--- config.mk ---
export PLATFORM = sky130hd
export DESIGN_NAME = emb_bus
export DESIGN_NICKNAME = d
export VERILOG_FILES = /design/src/core/emb_pkg.sv /design/src/core/emb_bus.sv
export SDC_FILE = /design/constraint.sdc
export NUM_CORES = 1
export LEC_CHECK = 0
export BUFFER_PORTS_ARGS = -buffer_cell sky130_fd_sc_hd__buf_2
export CAP_MARGIN = 25
export CORE_ASPECT_RATIO = 0.75
export CORE_UTILIZATION = 53
export CTS_CLUSTER_SIZE = 24
export DETAILED_ROUTE_END_ITERATION = 8
export GPL_TIMING_DRIVEN = 0
export PLACE_DENSITY = 0.76
export SLEW_MARGIN = 40
export SYNTH_ARGS = -nofsm -noshare
export SYNTH_HDL_FRONTEND = slang
export SYNTH_SLANG_ARGS = --single-unit
--- constraint.sdc ---
create_clock -name ref_clk_i -period 3 [get_ports ref_clk_i]
set_input_delay 0 -clock ref_clk_i [delete_from_list [all_inputs] [get_ports ref_clk_i]]
set_output_delay 0 -clock ref_clk_i [all_outputs]
set_load 0.05 [all_outputs]
--- src/core/emb_pkg.sv ---
// Purpose: shared constants and types of the external memory bus block
// Assumes: one oscillator clock at 20 MHz, registers reached over Avalon-MM
// Notes: byte offsets on the register bus, one aligned word each
package emb_pkg;
  localparam int OSC_HZ = 20_000_000;
  localparam int CLK_NS = 1_000_000_000 / OSC_HZ;
  localparam int STATE_OSC = 3;
  localparam int INIT_STATES = 10;
  localparam int RESET_MIN_STATES = 2;
  localparam int READY_MAX_NS = 1000;
  localparam int WAIT_CAP = READY_MAX_NS / (CLK_NS * STATE_OSC);
  localparam logic [15:0] CCR_FETCH_ADDR = 16'h2018;
  localparam logic [15:0] RESET_PC = 16'h2080;
  localparam logic [15:0] NMI_VECTOR = 16'h0000;
  localparam logic [15:0] EA_LO = 16'h2000;
  localparam logic [15:0] EA_HI = 16'h3FFF;
  localparam logic [15:0] EXT_FROM = 16'h4000;
  localparam int CCR_BW_EN = 1;
  localparam int CCR_ADV = 2;
  localparam int CCR_WRL = 3;
  localparam int CCR_WRH = 4;
  localparam int CCR_WLIM = 5;
  localparam logic [7:0] OFF_CCR = 8'h00;
  localparam logic [7:0] OFF_ADDR = 8'h04;
  localparam logic [7:0] OFF_WDATA = 8'h08;
  localparam logic [7:0] OFF_CMD = 8'h0C;
  localparam logic [7:0] OFF_RDATA = 8'h10;
  localparam logic [7:0] OFF_STATUS = 8'h14;
  localparam logic [7:0] OFF_PC = 8'h18;
  localparam logic [7:0] OFF_PORT = 8'h1C;
  localparam logic [7:0] OFF_KEEP = 8'h20;
  localparam int CMD_WRITE = 0;
  localparam int CMD_WORD = 1;
  localparam int CMD_FETCH = 2;
  localparam int STAT_BUSY = 0;
  localparam int STAT_INIT = 1;
  localparam int STAT_NMI = 2;
  localparam int STAT_PSW = 8;
  localparam logic [7:0] CCR_RST = 8'h00;
  localparam logic [7:0] PSW_RST = 8'h00;
  localparam logic [15:0] PORT_RST = 16'hFFFF;
  typedef enum logic [4:0] {
    ST_IDLE = 5'h01,
    ST_ADDR = 5'h02,
    ST_DATA = 5'h04,
    ST_WAIT = 5'h08,
    ST_DONE = 5'h10
  } emb_state_type;
endpackage

--- src/core/emb_bus.sv ---
// Purpose: external memory bus, clock output and reset sequence
// Assumes: pins synchronous to ref_clk_i; one state time is three clocks
// Notes: all pin outputs except clock output and pc_o lag the state registers by one clock
// How it works
// - clock output is oscillator over three, high one clock in three
// - reset release restarts clock output, then ten state times of setup
// - setup clears status word, loads config from 2018H, branches 2080H
// - width enable set: width pin low gives an 8-bit cycle
// - width enable clear: every cycle is 8 bits
// - rising edge of nmi input vectors execution to 0000H
// - fetch indicator high for the whole external instruction read
// - access select low sends 2000H to 3FFFH off chip
// - latch or address valid output, chosen by config, only for external
// - address valid form stays low through the access as chip select
// - read strobe only on external reads
// - write form low on every write; low byte form on even bytes only
// - high byte enable low selects high bank; lsb low selects low bank
// - high byte write form low only when writing an odd location
// - ready low before clock falls waits for clock rise with ready high
// - ready ignored when no external access runs
// - config field limits the number of wait states
// - top sixteen register file bytes survive reset
// - two 8-bit ports double as the address/data bus
//
// Design decisions made here: the Avalon-MM slave port and the address map.
`timescale 1ns/1ns
module emb_bus (
  input wire logic ref_clk_i,
  input wire logic rst_b_i,
  input wire logic [7:0] avs_address_i,
  input wire logic avs_read_i,
  input wire logic avs_write_i,
  input wire logic [31:0] avs_writedata_i,
  input wire logic [3:0] avs_byteenable_i,
  output logic [31:0] avs_readdata_o,
  output logic avs_waitrequest_o,
  output logic clock_output_o,
  input wire logic bus_width_select_i,
  input wire logic external_access_select_i,
  input wire logic nmi_i,
  input wire logic ready_i,
  input wire logic [15:0] ad_i,
  output logic [15:0] ad_o,
  output logic [15:0] ad_oe_o,
  output logic addr_strobe_o,
  output logic rd_b_o,
  output logic write_low_byte_strobe_b_o,
  output logic high_byte_enable_b_o,
  output logic fetch_indicator_o,
  output logic [15:0] pc_o
);
  import emb_pkg::*;

  function automatic logic hit(input logic [7:0] a, input logic [7:0] off);
    hit = (a == off);
  endfunction

  function automatic logic [15:0] merge(input logic [15:0] old, input logic [31:0] d,
                                        input logic [3:0] be);
    merge = {be[1] ? d[15:8] : old[15:8], be[0] ? d[7:0] : old[7:0]};
  endfunction

  logic wait_reg;
  logic [31:0] rdd_reg;
  logic [1:0] ph_reg;
  logic clk_reg;
  emb_state_type st_reg;
  logic [7:0] ccr_reg;
  logic [7:0] psw_reg;
  logic [15:0] addr_reg;
  logic [15:0] wdata_reg;
  logic [15:0] rdata_reg;
  logic [15:0] port_reg;
  logic [15:0] pc_reg;
  logic [31:0] keep_reg [0:3];
  logic pend_reg;
  logic [15:0] op_addr_reg;
  logic [15:0] op_wd_reg;
  logic op_write_reg;
  logic op_word_reg;
  logic op_fetch_reg;
  logic op_init_reg;
  logic wide_reg;
  logic hi_reg;
  logic rdy_reg;
  logic [2:0] wcnt_reg;
  logic [3:0] icnt_reg;
  logic isent_reg;
  logic idone_reg;
  logic nmi_d_reg;
  logic nmi_pend_reg;
  logic nmi_flag_reg;
  logic ale_reg;
  logic rd_reg;
  logic wr_reg;
  logic bhe_reg;
  logic fetch_reg;
  logic [15:0] ad_reg;
  logic [15:0] oe_reg;

  // register bus: one wait cycle, then the answer
  wire wr_acc = avs_write_i & ~wait_reg;
  wire wait_next = ~((avs_read_i | avs_write_i) & wait_reg);
  wire keep_hit = (avs_address_i[7:4] == OFF_KEEP[7:4]);
  wire [1:0] keep_idx = avs_address_i[3:2];

  wire st_end = (ph_reg == 2'd2);
  wire [1:0] ph_next = st_end ? 2'd0 : ph_reg + 2'd1;
  wire st_idle = (st_reg == ST_IDLE);
  wire busy = pend_reg | ~st_idle;

  wire [15:0] cur_addr = op_addr_reg + {15'h0000, hi_reg};
  wire a0 = cur_addr[0];
  wire ea_win = (op_addr_reg >= EA_LO) && (op_addr_reg <= EA_HI);
  wire is_ext = (ea_win & ~external_access_select_i) | (op_addr_reg >= EXT_FROM) |
                (op_addr_reg == NMI_VECTOR);
  // 16-bit when enabled and pin high
  wire wide_next = ccr_reg[CCR_BW_EN] & bus_width_select_i;
  wire second = ~wide_reg & op_word_reg & ~hi_reg;

  wire [1:0] wlim_f = ccr_reg[CCR_WLIM+1:CCR_WLIM];
  wire [2:0] wlim = (wlim_f == 2'b11) ? 3'(WAIT_CAP) : {1'b0, wlim_f} + 3'd1;

  wire in_acc = (st_reg == ST_ADDR) | (st_reg == ST_DATA) | (st_reg == ST_WAIT);
  wire rw_ph = (st_reg == ST_DATA) | (st_reg == ST_WAIT);
  wire lo_w = wide_reg ? (op_word_reg | ~a0) : ~a0;
  wire hi_w = wide_reg ? (op_word_reg | a0) : a0;

  wire [15:0] rd_val = wide_reg ? (op_word_reg ? ad_i : (a0 ? {8'h00, ad_i[15:8]} : {8'h00, ad_i[7:0]})) :
                       (hi_reg ? {ad_i[7:0], rdata_reg[7:0]} : {8'h00, ad_i[7:0]});
  wire leave_data = (st_reg == ST_DATA) & st_end & rdy_reg;
  wire leave_wait = (st_reg == ST_WAIT) & st_end & (rdy_reg | (wcnt_reg + 3'd1 >= wlim));
  wire cap = (leave_data | leave_wait) & ~op_write_reg;
  wire int_done = st_idle & pend_reg & st_end & ~is_ext;
  wire done = int_done | ((st_reg == ST_DONE) & st_end & ~second);

  wire nmi_rise = nmi_i & ~nmi_d_reg;
  wire init_take = ~idone_reg & ~isent_reg & st_end & ~busy;
  wire nmi_take = idone_reg & nmi_pend_reg & ~busy;
  wire cmd_take = idone_reg & ~nmi_pend_reg & ~busy & wr_acc & hit(avs_address_i, OFF_CMD);
  wire init_fin = ~idone_reg & isent_reg & st_end & ~busy & (icnt_reg >= 4'(INIT_STATES - 1));

  wire [31:0] stat_w = {16'h0000, psw_reg, 5'h00, nmi_flag_reg, idone_reg, busy};
  wire [31:0] rd_mux = keep_hit ? keep_reg[keep_idx] :
                       hit(avs_address_i, OFF_CCR) ? {24'h000000, ccr_reg} :
                       hit(avs_address_i, OFF_ADDR) ? {16'h0000, addr_reg} :
                       hit(avs_address_i, OFF_WDATA) ? {16'h0000, wdata_reg} :
                       hit(avs_address_i, OFF_RDATA) ? {16'h0000, rdata_reg} :
                       hit(avs_address_i, OFF_STATUS) ? stat_w :
                       hit(avs_address_i, OFF_PC) ? {16'h0000, pc_reg} :
                       hit(avs_address_i, OFF_PORT) ? {ad_i, port_reg} : 32'h00000000;

  wire ale_v = ccr_reg[CCR_ADV] ? ~in_acc : ((st_reg == ST_ADDR) & (ph_reg != 2'd2));
  wire rd_v = ~(rw_ph & ~op_write_reg);
  wire wr_v = ~(rw_ph & op_write_reg & (ccr_reg[CCR_WRL] ? lo_w : 1'b1));
  wire bhe_v = ccr_reg[CCR_WRH] ? ~(rw_ph & op_write_reg & hi_w) : ~(in_acc & wide_reg & hi_w);
  wire fetch_v = (in_acc | (st_reg == ST_DONE)) & op_fetch_reg & ~op_write_reg;
  wire [7:0] wb = hi_reg ? op_wd_reg[15:8] : op_wd_reg[7:0];
  wire [15:0] wdl = wide_reg ? ((~op_word_reg & a0) ? {wb, wb} : op_wd_reg) : {8'h00, wb};
  // ports carry the bus, open drain otherwise
  wire [15:0] ad_v = (st_reg == ST_ADDR) ? cur_addr : (rw_ph & op_write_reg) ? wdl : port_reg;
  wire [15:0] oe_v = (st_reg == ST_ADDR) | (rw_ph & op_write_reg) ? 16'hFFFF :
                     rw_ph ? 16'h0000 : ~port_reg;

  emb_state_type st_next;
  always_comb begin
    st_next = st_reg;
    if (st_end) begin
      unique case (st_reg)
        ST_IDLE: st_next = (pend_reg & is_ext) ? ST_ADDR : ST_IDLE;
        ST_ADDR: st_next = ST_DATA;
        // ready low before the fall waits
        ST_DATA: st_next = rdy_reg ? ST_DONE : ST_WAIT;
        ST_WAIT: st_next = leave_wait ? ST_DONE : ST_WAIT;
        ST_DONE: st_next = second ? ST_ADDR : ST_IDLE;
        default: st_next = ST_IDLE;
      endcase
    end
  end

  always_ff @(posedge ref_clk_i or negedge rst_b_i) begin
    if (!rst_b_i) begin
      ph_reg <= 2'd0;
      clk_reg <= 1'b0;
      st_reg <= ST_IDLE;
    end else begin
      ph_reg <= ph_next;
      clk_reg <= (ph_next == 2'd0);
      st_reg <= st_next;
    end
  end

  always_ff @(posedge ref_clk_i or negedge rst_b_i) begin
    if (!rst_b_i) begin
      wait_reg <= 1'b1;
      rdd_reg <= 32'h00000000;
    end else begin
      wait_reg <= wait_next;
      rdd_reg <= (avs_read_i & wait_reg) ? rd_mux : rdd_reg;
    end
  end

  always_ff @(posedge ref_clk_i) begin
    if (wr_acc & keep_hit) begin
      keep_reg[keep_idx] <= avs_writedata_i;
    end
  end

  always_ff @(posedge ref_clk_i or negedge rst_b_i) begin
    if (!rst_b_i) begin
      ccr_reg <= CCR_RST;
      psw_reg <= PSW_RST;
      addr_reg <= 16'h0000;
      wdata_reg <= 16'h0000;
      port_reg <= PORT_RST;
      nmi_flag_reg <= 1'b0;
    end else begin
      // config byte loaded by setup read
      if (done & op_init_reg) ccr_reg <= rdata_reg[7:0];
      else if (wr_acc & hit(avs_address_i, OFF_CCR) & avs_byteenable_i[0]) ccr_reg <= avs_writedata_i[7:0];
      if (~idone_reg) psw_reg <= PSW_RST;
      else if (wr_acc & hit(avs_address_i, OFF_STATUS) & avs_byteenable_i[1]) psw_reg <= avs_writedata_i[15:8];
      if (wr_acc & hit(avs_address_i, OFF_ADDR)) addr_reg <= merge(addr_reg, avs_writedata_i, avs_byteenable_i);
      if (wr_acc & hit(avs_address_i, OFF_WDATA)) wdata_reg <= merge(wdata_reg, avs_writedata_i, avs_byteenable_i);
      if (wr_acc & hit(avs_address_i, OFF_PORT)) port_reg <= merge(port_reg, avs_writedata_i, avs_byteenable_i);
      // set wins over the write-one clear
      nmi_flag_reg <= nmi_take | (nmi_flag_reg &
        ~(wr_acc & hit(avs_address_i, OFF_STATUS) & avs_byteenable_i[0] & avs_writedata_i[STAT_NMI]));
    end
  end

  always_ff @(posedge ref_clk_i or negedge rst_b_i) begin
    if (!rst_b_i) begin
      pend_reg <= 1'b0;
      op_addr_reg <= 16'h0000;
      op_wd_reg <= 16'h0000;
      op_write_reg <= 1'b0;
      op_word_reg <= 1'b0;
      op_fetch_reg <= 1'b0;
      op_init_reg <= 1'b0;
    end else if (init_take | nmi_take | cmd_take) begin
      pend_reg <= 1'b1;
      op_addr_reg <= init_take ? CCR_FETCH_ADDR : nmi_take ? NMI_VECTOR : addr_reg;
      op_wd_reg <= wdata_reg;
      op_write_reg <= cmd_take & avs_writedata_i[CMD_WRITE];
      op_word_reg <= cmd_take & avs_writedata_i[CMD_WORD];
      op_fetch_reg <= nmi_take | (cmd_take & avs_writedata_i[CMD_FETCH]);
      op_init_reg <= init_take;
    end else if (st_idle & st_end) begin
      pend_reg <= 1'b0;
    end
  end

  always_ff @(posedge ref_clk_i or negedge rst_b_i) begin
    if (!rst_b_i) begin
      wide_reg <= 1'b0;
      hi_reg <= 1'b0;
      rdy_reg <= 1'b1;
      wcnt_reg <= 3'd0;
      rdata_reg <= 16'h0000;
    end else begin
      if (st_idle & st_end) wide_reg <= wide_next;
      if (st_idle) hi_reg <= 1'b0;
      else if ((st_reg == ST_DONE) & st_end & second) hi_reg <= 1'b1;
      // ready looked at only in data and wait
      if (rw_ph & (ph_reg == 2'd0)) rdy_reg <= ready_i;
      if ((st_reg == ST_WAIT) & st_end) wcnt_reg <= wcnt_reg + 3'd1;
      else if (st_reg == ST_ADDR) wcnt_reg <= 3'd0;
      if (cap) rdata_reg <= rd_val;
      else if (int_done) rdata_reg <= 16'h0000;
    end
  end

  always_ff @(posedge ref_clk_i or negedge rst_b_i) begin
    if (!rst_b_i) begin
      icnt_reg <= 4'd0;
      isent_reg <= 1'b0;
      idone_reg <= 1'b0;
      pc_reg <= 16'h0000;
      nmi_d_reg <= 1'b0;
      nmi_pend_reg <= 1'b0;
    end else begin
      if (~idone_reg & st_end & (icnt_reg < 4'(INIT_STATES - 1))) icnt_reg <= icnt_reg + 4'd1;
      if (init_take) isent_reg <= 1'b1;
      if (init_fin) idone_reg <= 1'b1;
      nmi_d_reg <= nmi_i;
      // vector to 0000H on rising edge
      nmi_pend_reg <= (nmi_rise & idone_reg) | (nmi_pend_reg & ~nmi_take);
      if (init_fin) pc_reg <= RESET_PC;
      else if (nmi_take) pc_reg <= NMI_VECTOR;
    end
  end

  always_ff @(posedge ref_clk_i or negedge rst_b_i) begin
    if (!rst_b_i) begin
      ale_reg <= 1'b0;
      rd_reg <= 1'b1;
      wr_reg <= 1'b1;
      bhe_reg <= 1'b1;
      fetch_reg <= 1'b0;
      ad_reg <= 16'h0000;
      oe_reg <= 16'h0000;
    end else begin
      ale_reg <= ale_v;
      rd_reg <= rd_v;
      wr_reg <= wr_v;
      bhe_reg <= bhe_v;
      fetch_reg <= fetch_v;
      ad_reg <= ad_v;
      oe_reg <= oe_v;
    end
  end

  assign avs_waitrequest_o = wait_reg;
  assign avs_readdata_o = rdd_reg;
  assign clock_output_o = clk_reg;
  assign addr_strobe_o = ale_reg;
  assign rd_b_o = rd_reg;
  assign write_low_byte_strobe_b_o = wr_reg;
  assign high_byte_enable_b_o = bhe_reg;
  assign fetch_indicator_o = fetch_reg;
  assign ad_o = ad_reg;
  assign ad_oe_o = oe_reg;
  assign pc_o = pc_reg;

  logic [7:0] up_reg;
  always_ff @(posedge ref_clk_i or negedge rst_b_i) begin
    if (!rst_b_i) up_reg <= 8'd0;
    else if (~idone_reg && up_reg != 8'hFF) up_reg <= up_reg + 8'd1;
  end

  property p_clk;
    @(posedge ref_clk_i) disable iff (!rst_b_i)
      clock_output_o |=> !clock_output_o ##1 !clock_output_o ##1 clock_output_o;
  endproperty
  a_clk: assert property (p_clk) else $error("clock output duty wrong");
  property p_init_len;
    @(posedge ref_clk_i) disable iff (!rst_b_i)
      $rose(idone_reg) |-> (up_reg >= 8'd29);
  endproperty
  a_init_len: assert property (p_init_len) else $error("setup shorter than ten states");
  property p_init_pc;
    @(posedge ref_clk_i) disable iff (!rst_b_i)
      $rose(idone_reg) |-> (pc_reg == RESET_PC) && (psw_reg == PSW_RST);
  endproperty
  a_init_pc: assert property (p_init_pc) else $error("setup branch or status wrong");
  property p_narrow;
    @(posedge ref_clk_i) disable iff (!rst_b_i)
      (st_idle && st_end && !ccr_reg[CCR_BW_EN]) |=> !wide_reg;
  endproperty
  a_narrow: assert property (p_narrow) else $error("wide cycle with width disabled");
  property p_width;
    @(posedge ref_clk_i) disable iff (!rst_b_i)
      (st_idle && st_end && ccr_reg[CCR_BW_EN]) |=> wide_reg == $past(bus_width_select_i);
  endproperty
  a_width: assert property (p_width) else $error("width pin not followed");
  property p_nmi;
    @(posedge ref_clk_i) disable iff (!rst_b_i)
      nmi_take |=> (pc_reg == NMI_VECTOR) && pend_reg && (op_addr_reg == NMI_VECTOR);
  endproperty
  a_nmi: assert property (p_nmi) else $error("nmi vector not taken");
  property p_rd;
    @(posedge ref_clk_i) disable iff (!rst_b_i)
      !rd_b_o |-> $past(rw_ph) && !op_write_reg;
  endproperty
  a_rd: assert property (p_rd) else $error("read strobe outside external read");
  property p_wait;
    @(posedge ref_clk_i) disable iff (!rst_b_i)
      ((st_reg == ST_DATA) && st_end && !rdy_reg) |=> (st_reg == ST_WAIT) [*3];
  endproperty
  a_wait: assert property (p_wait) else $error("ready low gave no wait");
  property p_wlim;
    @(posedge ref_clk_i) disable iff (!rst_b_i)
      (st_reg == ST_WAIT) |-> wcnt_reg < wlim;
  endproperty
  a_wlim: assert property (p_wlim) else $error("wait limit exceeded");
  property p_ale;
    @(posedge ref_clk_i) disable iff (!rst_b_i)
      (addr_strobe_o && !$past(ccr_reg[CCR_ADV])) |-> $past(st_reg) == ST_ADDR;
  endproperty
  a_ale: assert property (p_ale) else $error("latch strobe outside access");
  c_wait: cover property (@(posedge ref_clk_i) disable iff (!rst_b_i) leave_wait);
  c_two: cover property (@(posedge ref_clk_i) disable iff (!rst_b_i) (st_reg == ST_DONE) && st_end && second);
  c_nmi: cover property (@(posedge ref_clk_i) disable iff (!rst_b_i) nmi_take);
endmodule

==> results of run 1 <==
worst max-delay path, stage by stage, from the launching register on:
cell and delay, ns:
dfrtp_1 0.41, ha_1 0.22, xor2_1 0.18, ha_1 0.31, a211oi_1 0.20, o21ai_0 0.18, a32oi_1 0.43, or4_1 0.25
buf_2 0.29, mux2i_1 0.25
timing repair:
item	4_1_cts	5_1_grt
setup endpoints to repair	0	10
hold buffers	59	0
hold endpoints to repair	381	0
resized for setup	0	2
power breakdown:
group	switching [mW]	total (mW)	internal (mW)
registers	0.262	5.35	5.08
clock network	1.76	4.29	2.53
logic	1.27	1.90	0.630
total	3.30	11.5	8.24
routing by layer:
layer | routed length (um) | GRT usage (%) | part of all wire, %
met1 | 17900 | 43.5 | 42
met2 | 19200 | 44.1 | 45
met3 | 4540 | 8.81 | 11
met4 | 1070 | 9.69 | 2.5
met5 | 13 | 0 | 0.030
synth_stat cells, types with 9 or more instances:
| cell | count | area share, % |
|---|---|---|
| a211oi_1 | 11 | 0.55 |
| a21oi_1 | 39 | 1.3 |
| a221oi_1 | 25 | 1.5 |
| a22o_1 | 9 | 0.53 |
| a22oi_1 | 24 | 1.2 |
| and2_1 | 9 | 0.38 |
| and3_1 | 10 | 0.42 |
| buf_2 | 19 | 0.63 |
| buf_4 | 17 | 0.85 |
| clkbuf_1 | 43 | 1.1 |
| dfrtp_1 | 189 | 32 |
| dfstp_2 | 22 | 3.9 |
| edfxtp_1 | 128 | 26 |
| ha_1 | 9 | 0.75 |
| inv_1 | 14 | 0.35 |
| mux2_1 | 16 | 1.2 |
| mux2_2 | 73 | 5.5 |
| mux2i_1 | 40 | 2.7 |
| mux4_2 | 33 | 5.0 |
| nand2_1 | 91 | 2.3 |
| nand2b_1 | 11 | 0.46 |
| nand3_1 | 21 | 0.70 |
| nor2_1 | 63 | 1.6 |
| nor2b_1 | 24 | 1.0 |
| nor3_1 | 10 | 0.33 |
| o21ai_0 | 56 | 1.9 |
| o22ai_1 | 15 | 0.63 |
| xor2_1 | 11 | 0.64 |
cells by family (layout without fill, tap and decap cells):
kind of cell | Yosys count | in the layout | share of synthesized area (%)
flip-flops | 339 | 339 | 61.0
AND/OR/NAND/NOR | 282 | 282 | 9.45
AO/OA/AOI/OAI | 231 | 231 | 10.5
multiplexers | 162 | 162 | 14.3
buffers and inverters | 95 | 363 | 2.96
XOR/XNOR | 18 | 18 | 1.05
adder cells (fa/ha/maj) | 9 | 9 | 0.750
other | 1 | 17 | 0.0250
final timing paths:
kind | endpoint | slack (ns) | cells past startpoint
worst max register to register | rdata_reg[7]$_DFFE_PN0P_ | 0.19 | 9
worst max-delay path | rdata_reg[7]$_DFFE_PN0P_ | 0.19 | 9
min in group asynchronous | ad_o[14]$_DFF_PN0_ | 0.47 | 3
max in group asynchronous | rdy_reg$_DFFE_PN1P_ | 1.60 | 5
worst min register to register | ph_reg[0]$_DFF_PN0_ | 0.50 | 1
worst min-delay path | avs_readdata_o[5]$_DFFE_PN0P_ | 0.09 | 4
per-stage QoR:
step | worst slack [ns] | cells | hold slack, ns
after floorplan | 0.205 | 1150 | -0.296
after global placement | -1.71 | 1664 | 0.139
after detailed placement | 0.0762 | 1674 | -0.0565
after CTS | 0.111 | 1796 | 0.0531
after global routing | 0.0358 | 1799 | 0.103
final | 0.187 | 1799 | 0.0884
cell usage in the layout (no fill, tap or decap), types with 25 or more instances in the layout:
cell / netlist / final
clkbuf_16: 0 / 37
clkbuf_1: 43 / 55
mux4_2: 33 / 33
dfrtp_1: 189 / 189
nand2_1: 91 / 91
dlygate4sd3_1: 0 / 58
a21oi_1: 39 / 39
mux2i_1: 40 / 40
mux2_2: 73 / 73
buf_2: 19 / 155
nor2_1: 63 / 61
edfxtp_1: 128 / 128
a221oi_1: 25 / 25
o21ai_0: 56 / 56
final cells by class:
| type | instances | area (um2) |
|---|---|---|
| Fill cell | 1977 | 9240 |
| Sequential cell | 339 | 9150 |
| Multi-Input combinational cell | 716 | 5500 |
| Timing Repair Buffer | 205 | 1460 |
| Clock buffer | 50 | 975 |
| Tap cell | 378 | 473 |
| Buffer | 81 | 393 |
| Clock inverter | 13 | 140 |
| Inverter | 14 | 52.6 |
| Antenna cell | 3 | 7.51 |
==> results.ini, run 1 <==
[cts]
clk_pin_slew_ns=0.06
cts_sinks=339
clk_latency_ns=0.53
cts_tree=yes
cts_buffers=35
post-cts-setup-buffers=0
cts_buffer_depth=3
htree_levels=2
root_buffer=clkbuf_16

[sta]
final.period_utilization_pct=93.8
slew_viol_final=0
tightest_slew_ns=0.793
setup_viol=0
fin_skew_ns=0.0178
timing.slew.headroom_pct=46.6
hold_viol=0
setup_tns_ns=0
clock.fmax_mhz=355
rsz0062_at_grt=false
min_period_ns=2.81

[logic_synthesis]
synthCells=1137
yosysUniqueCellTypes=70
synth_edf_count=128
yosysWarnings=0
ys.flop_type=dfrtp_1
ys_async_sr_fraction_pct=62.2
synth_area_mm2=0.0150
ys_seq_area_share_pct=61.0
syn_area_per_cell_um2=13.2
synth_seq_cells=339

[routing]
detailroute.via_count=11000
viasPerCell=6.09
drc=0
wl_per_cell_um=23.7
first_pass_iters=6
drt_iter0_markers=1074
routed_wl_mm=42.7
antenna_left=0

[worst_setup_path]
cp-start-kind=flop
arrival_ns=3.25
crit_fanout=8
worstSetupPathType=flop to flop
required_ns=3.43
worstSetupStartpoint=wcnt_reg[0]$_DFFE_PN0P_
rr_startpoint=wcnt_reg[0]$_DFFE_PN0P_
end_kind=flop

[cells_and_area]
final_nets=1469
largest_reg_flops=128
layout-drive-gt1-share_pct=27.4
design_area_mm2=0.0182
area_growth_pct=21.0
final_util_pct=66.3

[floorplan]
die_width_um=196
die_area_mm2=0.0290
start_util_pct=54.8
io_pins=155
die_h_um=148
rows=52
core_area_mm2=0.0274

[min_path]
worstHoldStart=avs_address_i[7]
hold_class=input port to flop

[global_routing]
grt_usage_pct=30.2
grt_pass1_wl_mm=64.6
grt_max_degree=57
overflow=0
grt_pass1_vias=11000
grt_antenna_before_repair=5

[placed_design]
hpwl_mm=30.6
placed_cell_area_mm2=0.0164
gp_congestion=1.00
port_buffers=136

[flow_run]
maxCapViolCount=0

[power_and_ir_drop]
power.total_mw=11.5
peakVddDrop_uv=498
p_leak_nw=7.57
p_per_area_mw_per_mm2=635

[run_status]
outcome=completed

Power figures use the tool's default switching activity.
==> inputs of run 2 (changes only) <==
- CORE_MARGIN: default -> 4
==> results.ini, run 2 (same netlist as run 1, synthesis figures left out) <==
[sta]
setup_tns_ns=0  ; unchanged
finalHoldWorstSlack_ns=0.0400  ; was 0.0884 ns
rsz0062_at_grt=false  ; unchanged
setup_slack_ns=0.0397  ; was 0.187 ns
slew_viol_final=0  ; unchanged
clock.fmax_mhz=338  ; was 355 MHz
timing.slew.headroom_pct=46.9  ; was 46.6%
final.period_utilization_pct=98.7  ; was 93.8%
min_period_ns=2.96  ; was 2.81 ns
tightest_slew_ns=0.789  ; was 0.793 ns
setup_viol=0  ; unchanged
fin_skew_ns=0.0176  ; was 0.0178 ns
hold_viol=0  ; unchanged

[floorplan]
io_pins=155  ; unchanged
rows=53  ; was 52
start_util_pct=53.6  ; was 54.8%
die_area_mm2=0.0311  ; was 0.0290 mm2
core_area_mm2=0.0280  ; was 0.0274 mm2
die_width_um=202  ; was 196 um
die_h_um=154  ; was 148 um

[cts]
htree_levels=2  ; unchanged
root_buffer=clkbuf_16  ; unchanged
cts_sinks=339  ; unchanged
cts_tree=yes  ; unchanged
cts_buffer_depth=3  ; unchanged
clk_pin_slew_ns=0.06  ; about the same
ctsResizeCount=0  ; unchanged
post-cts-setup-buffers=0  ; unchanged
cts_buffers=34  ; was 35
ctsHoldBuffers=58  ; was 59
clk_latency_ns=0.53  ; about the same

[worst_setup_path]
cp-start-kind=input port  ; was flop
required_ns=3.23  ; was 3.43 ns
max_stage_delay_ns=0.65  ; was 0.43 ns
worstSetupPathType=input port to flop  ; was flop to flop
path_cells=dlygate4sd3_1 > buf_2 > nor4b_2 > clkbuf_1 > nand2_1 > nor3_4 > buf_8 > buf_6  ; was ha_1 > xor2_1 > ha_1 > a211oi_1 > o21ai_0 > a32oi_1 > or4_1 > buf_2 > mux2i_1
crit_fanout=10  ; was 8
end_kind=flop  ; unchanged
arrival_ns=3.19  ; was 3.25 ns
slowest_stage=nor4b_2  ; was a32oi_1

[routing]
drt_iter0_markers=1086  ; was 1,074
antenna_left=0  ; unchanged
first_pass_iters=5  ; was 6
routed_wl_mm=42.8  ; was 42.7 mm
wl_per_cell_um=23.7  ; about the same
viasPerCell=6.09  ; about the same
drc=0  ; unchanged
detailroute.via_count=11000  ; about the same

[power_and_ir_drop]
p_per_area_mw_per_mm2=632  ; was 635 mW/mm2
peakVddDrop_uv=394  ; was 498 uV
p_leak_nw=7.55  ; was 7.57 nW

[cells_and_area]
final_cell_mix=dfrtp_1 (189), buf_2 (154), edfxtp_1 (128), nand2_1 (91), mux2_2 (73)  ; was dfrtp_1 (189), buf_2 (155), edfxtp_1 (128), nand2_1 (91), mux2_2 (73)
layout-drive-gt1-share_pct=27.1  ; was 27.4%
design_area_mm2=0.0181  ; was 0.0182 mm2
largest_reg_flops=128  ; unchanged
final_util_pct=64.8  ; was 66.3%
final_nets=1465  ; was 1,469
area_growth_pct=20.8  ; was 21.0%
final_common_cell=dfrtp_1  ; unchanged

[global_routing]
grt_pass1_wl_mm=65.6  ; was 64.6 mm
overflow=0  ; unchanged
grt_util_met1_pct=39.4  ; was 43.5%
grt_pass1_vias=11000  ; about the same
grtUsageMet2_pct=40.9  ; was 44.1%
grt_usage_pct=27.5  ; was 30.2%
grt.busiest_layer=met2  ; unchanged
grt_antenna_before_repair=3  ; was 5
grt_max_degree=68  ; was 57
use_met3_pct=8.39  ; was 8.81%

[placed_design]
place_ws_ns=0.180  ; was 0.0762 ns
placed_cell_area_mm2=0.0164  ; about the same
port_buffers=136  ; unchanged
gp_congestion=0.988  ; was 1.00
hpwl_mm=30.5  ; was 30.6 mm

[flow_run]
maxCapViolCount=0  ; unchanged

[run_status]
outcome=completed  ; unchanged

[min_path]
hold_class=input port to flop  ; unchanged

run 2: changes by cell type in the layout (fill, tap and decap cells not counted), moves of 2 or more:
| cell | delta |
|---|---|
| bufinv_16 | -3 |
| clkbuf_1 | +2 |
| clkbuf_8 | +6 |
| clkinv_2 | -6 |
run 2: final timing paths:
| path | start | end | slack, ns | depth (start not counted) |
|---|---|---|---|---|
| max | avs_address_i[7] | keep_reg[0][11]$_DFFE_PP_ | 0.04 | 8 |
| min | avs_address_i[6] | avs_readdata_o[5]$_DFFE_PN0P_ | 0.04 | 4 |
| max reg2reg | wcnt_reg[0]$_DFFE_PN0P_ | rdata_reg[2]$_DFFE_PN0P_ | 0.29 | 9 |
| min reg2reg | ph_reg[0]$_DFF_PN0_ | ph_reg[0]$_DFF_PN0_ | 0.49 | 1 |
| max in group asynchronous | rst_b_i | write_low_byte_strobe_b_o$_DFF_PN1_ | 2.25 | 4 |
| min in group asynchronous | rst_b_i | port_reg[15]$_DFFE_PN1P_ | 0.05 | 2 |
run 2: cell type report:
cell class              count  area, um2
diodes                      3       7.51
plain buffers              81        392
clock buffers              58       1090
clock inverters             4       21.3
fillers                  2112       9860
inverters                  14       52.6
multi-input cells         716       5500
flip-flops and latches    339       9150
well taps                 385        482
repair buffers            202       1430
run 2: layer usage:
metal / wire length (um) / vias to the layer above / share of wire [%]
met2: 19200 / 595 / 45
met1: 17600 / 5535 / 41
li1: - / 4746 / -
met3: 4670 / 98 / 11
met5: 0 / - / 0
met4: 1280 / 0 / 3.0
run 2: power by group:
| part | leakage [nW] | switching, mW | internal (mW) | total, mW |
|---|---|---|---|---|
| clock | 0.539 | 1.74 | 2.47 | 4.20 |
| sequential | 3.84 | 0.268 | 5.08 | 5.35 |
| combinational | 3.17 | 1.26 | 0.631 | 1.89 |
run 2: per-stage QoR:
step           std cells  power (mW)
2_1_floorplan       1150        6.56
3_3_place_gp        1671        7.17
3_5_place_dp        1679        7.22
4_1_cts             1799        11.5
5_1_grt             1802        11.9
6_report            1802        11.4
run 2: worst max-delay path, delay by kind of cell:
kind,cells,cell delay (ns)
buffers and inverters,5,1.66
and+or+nand+nor,3,1.52
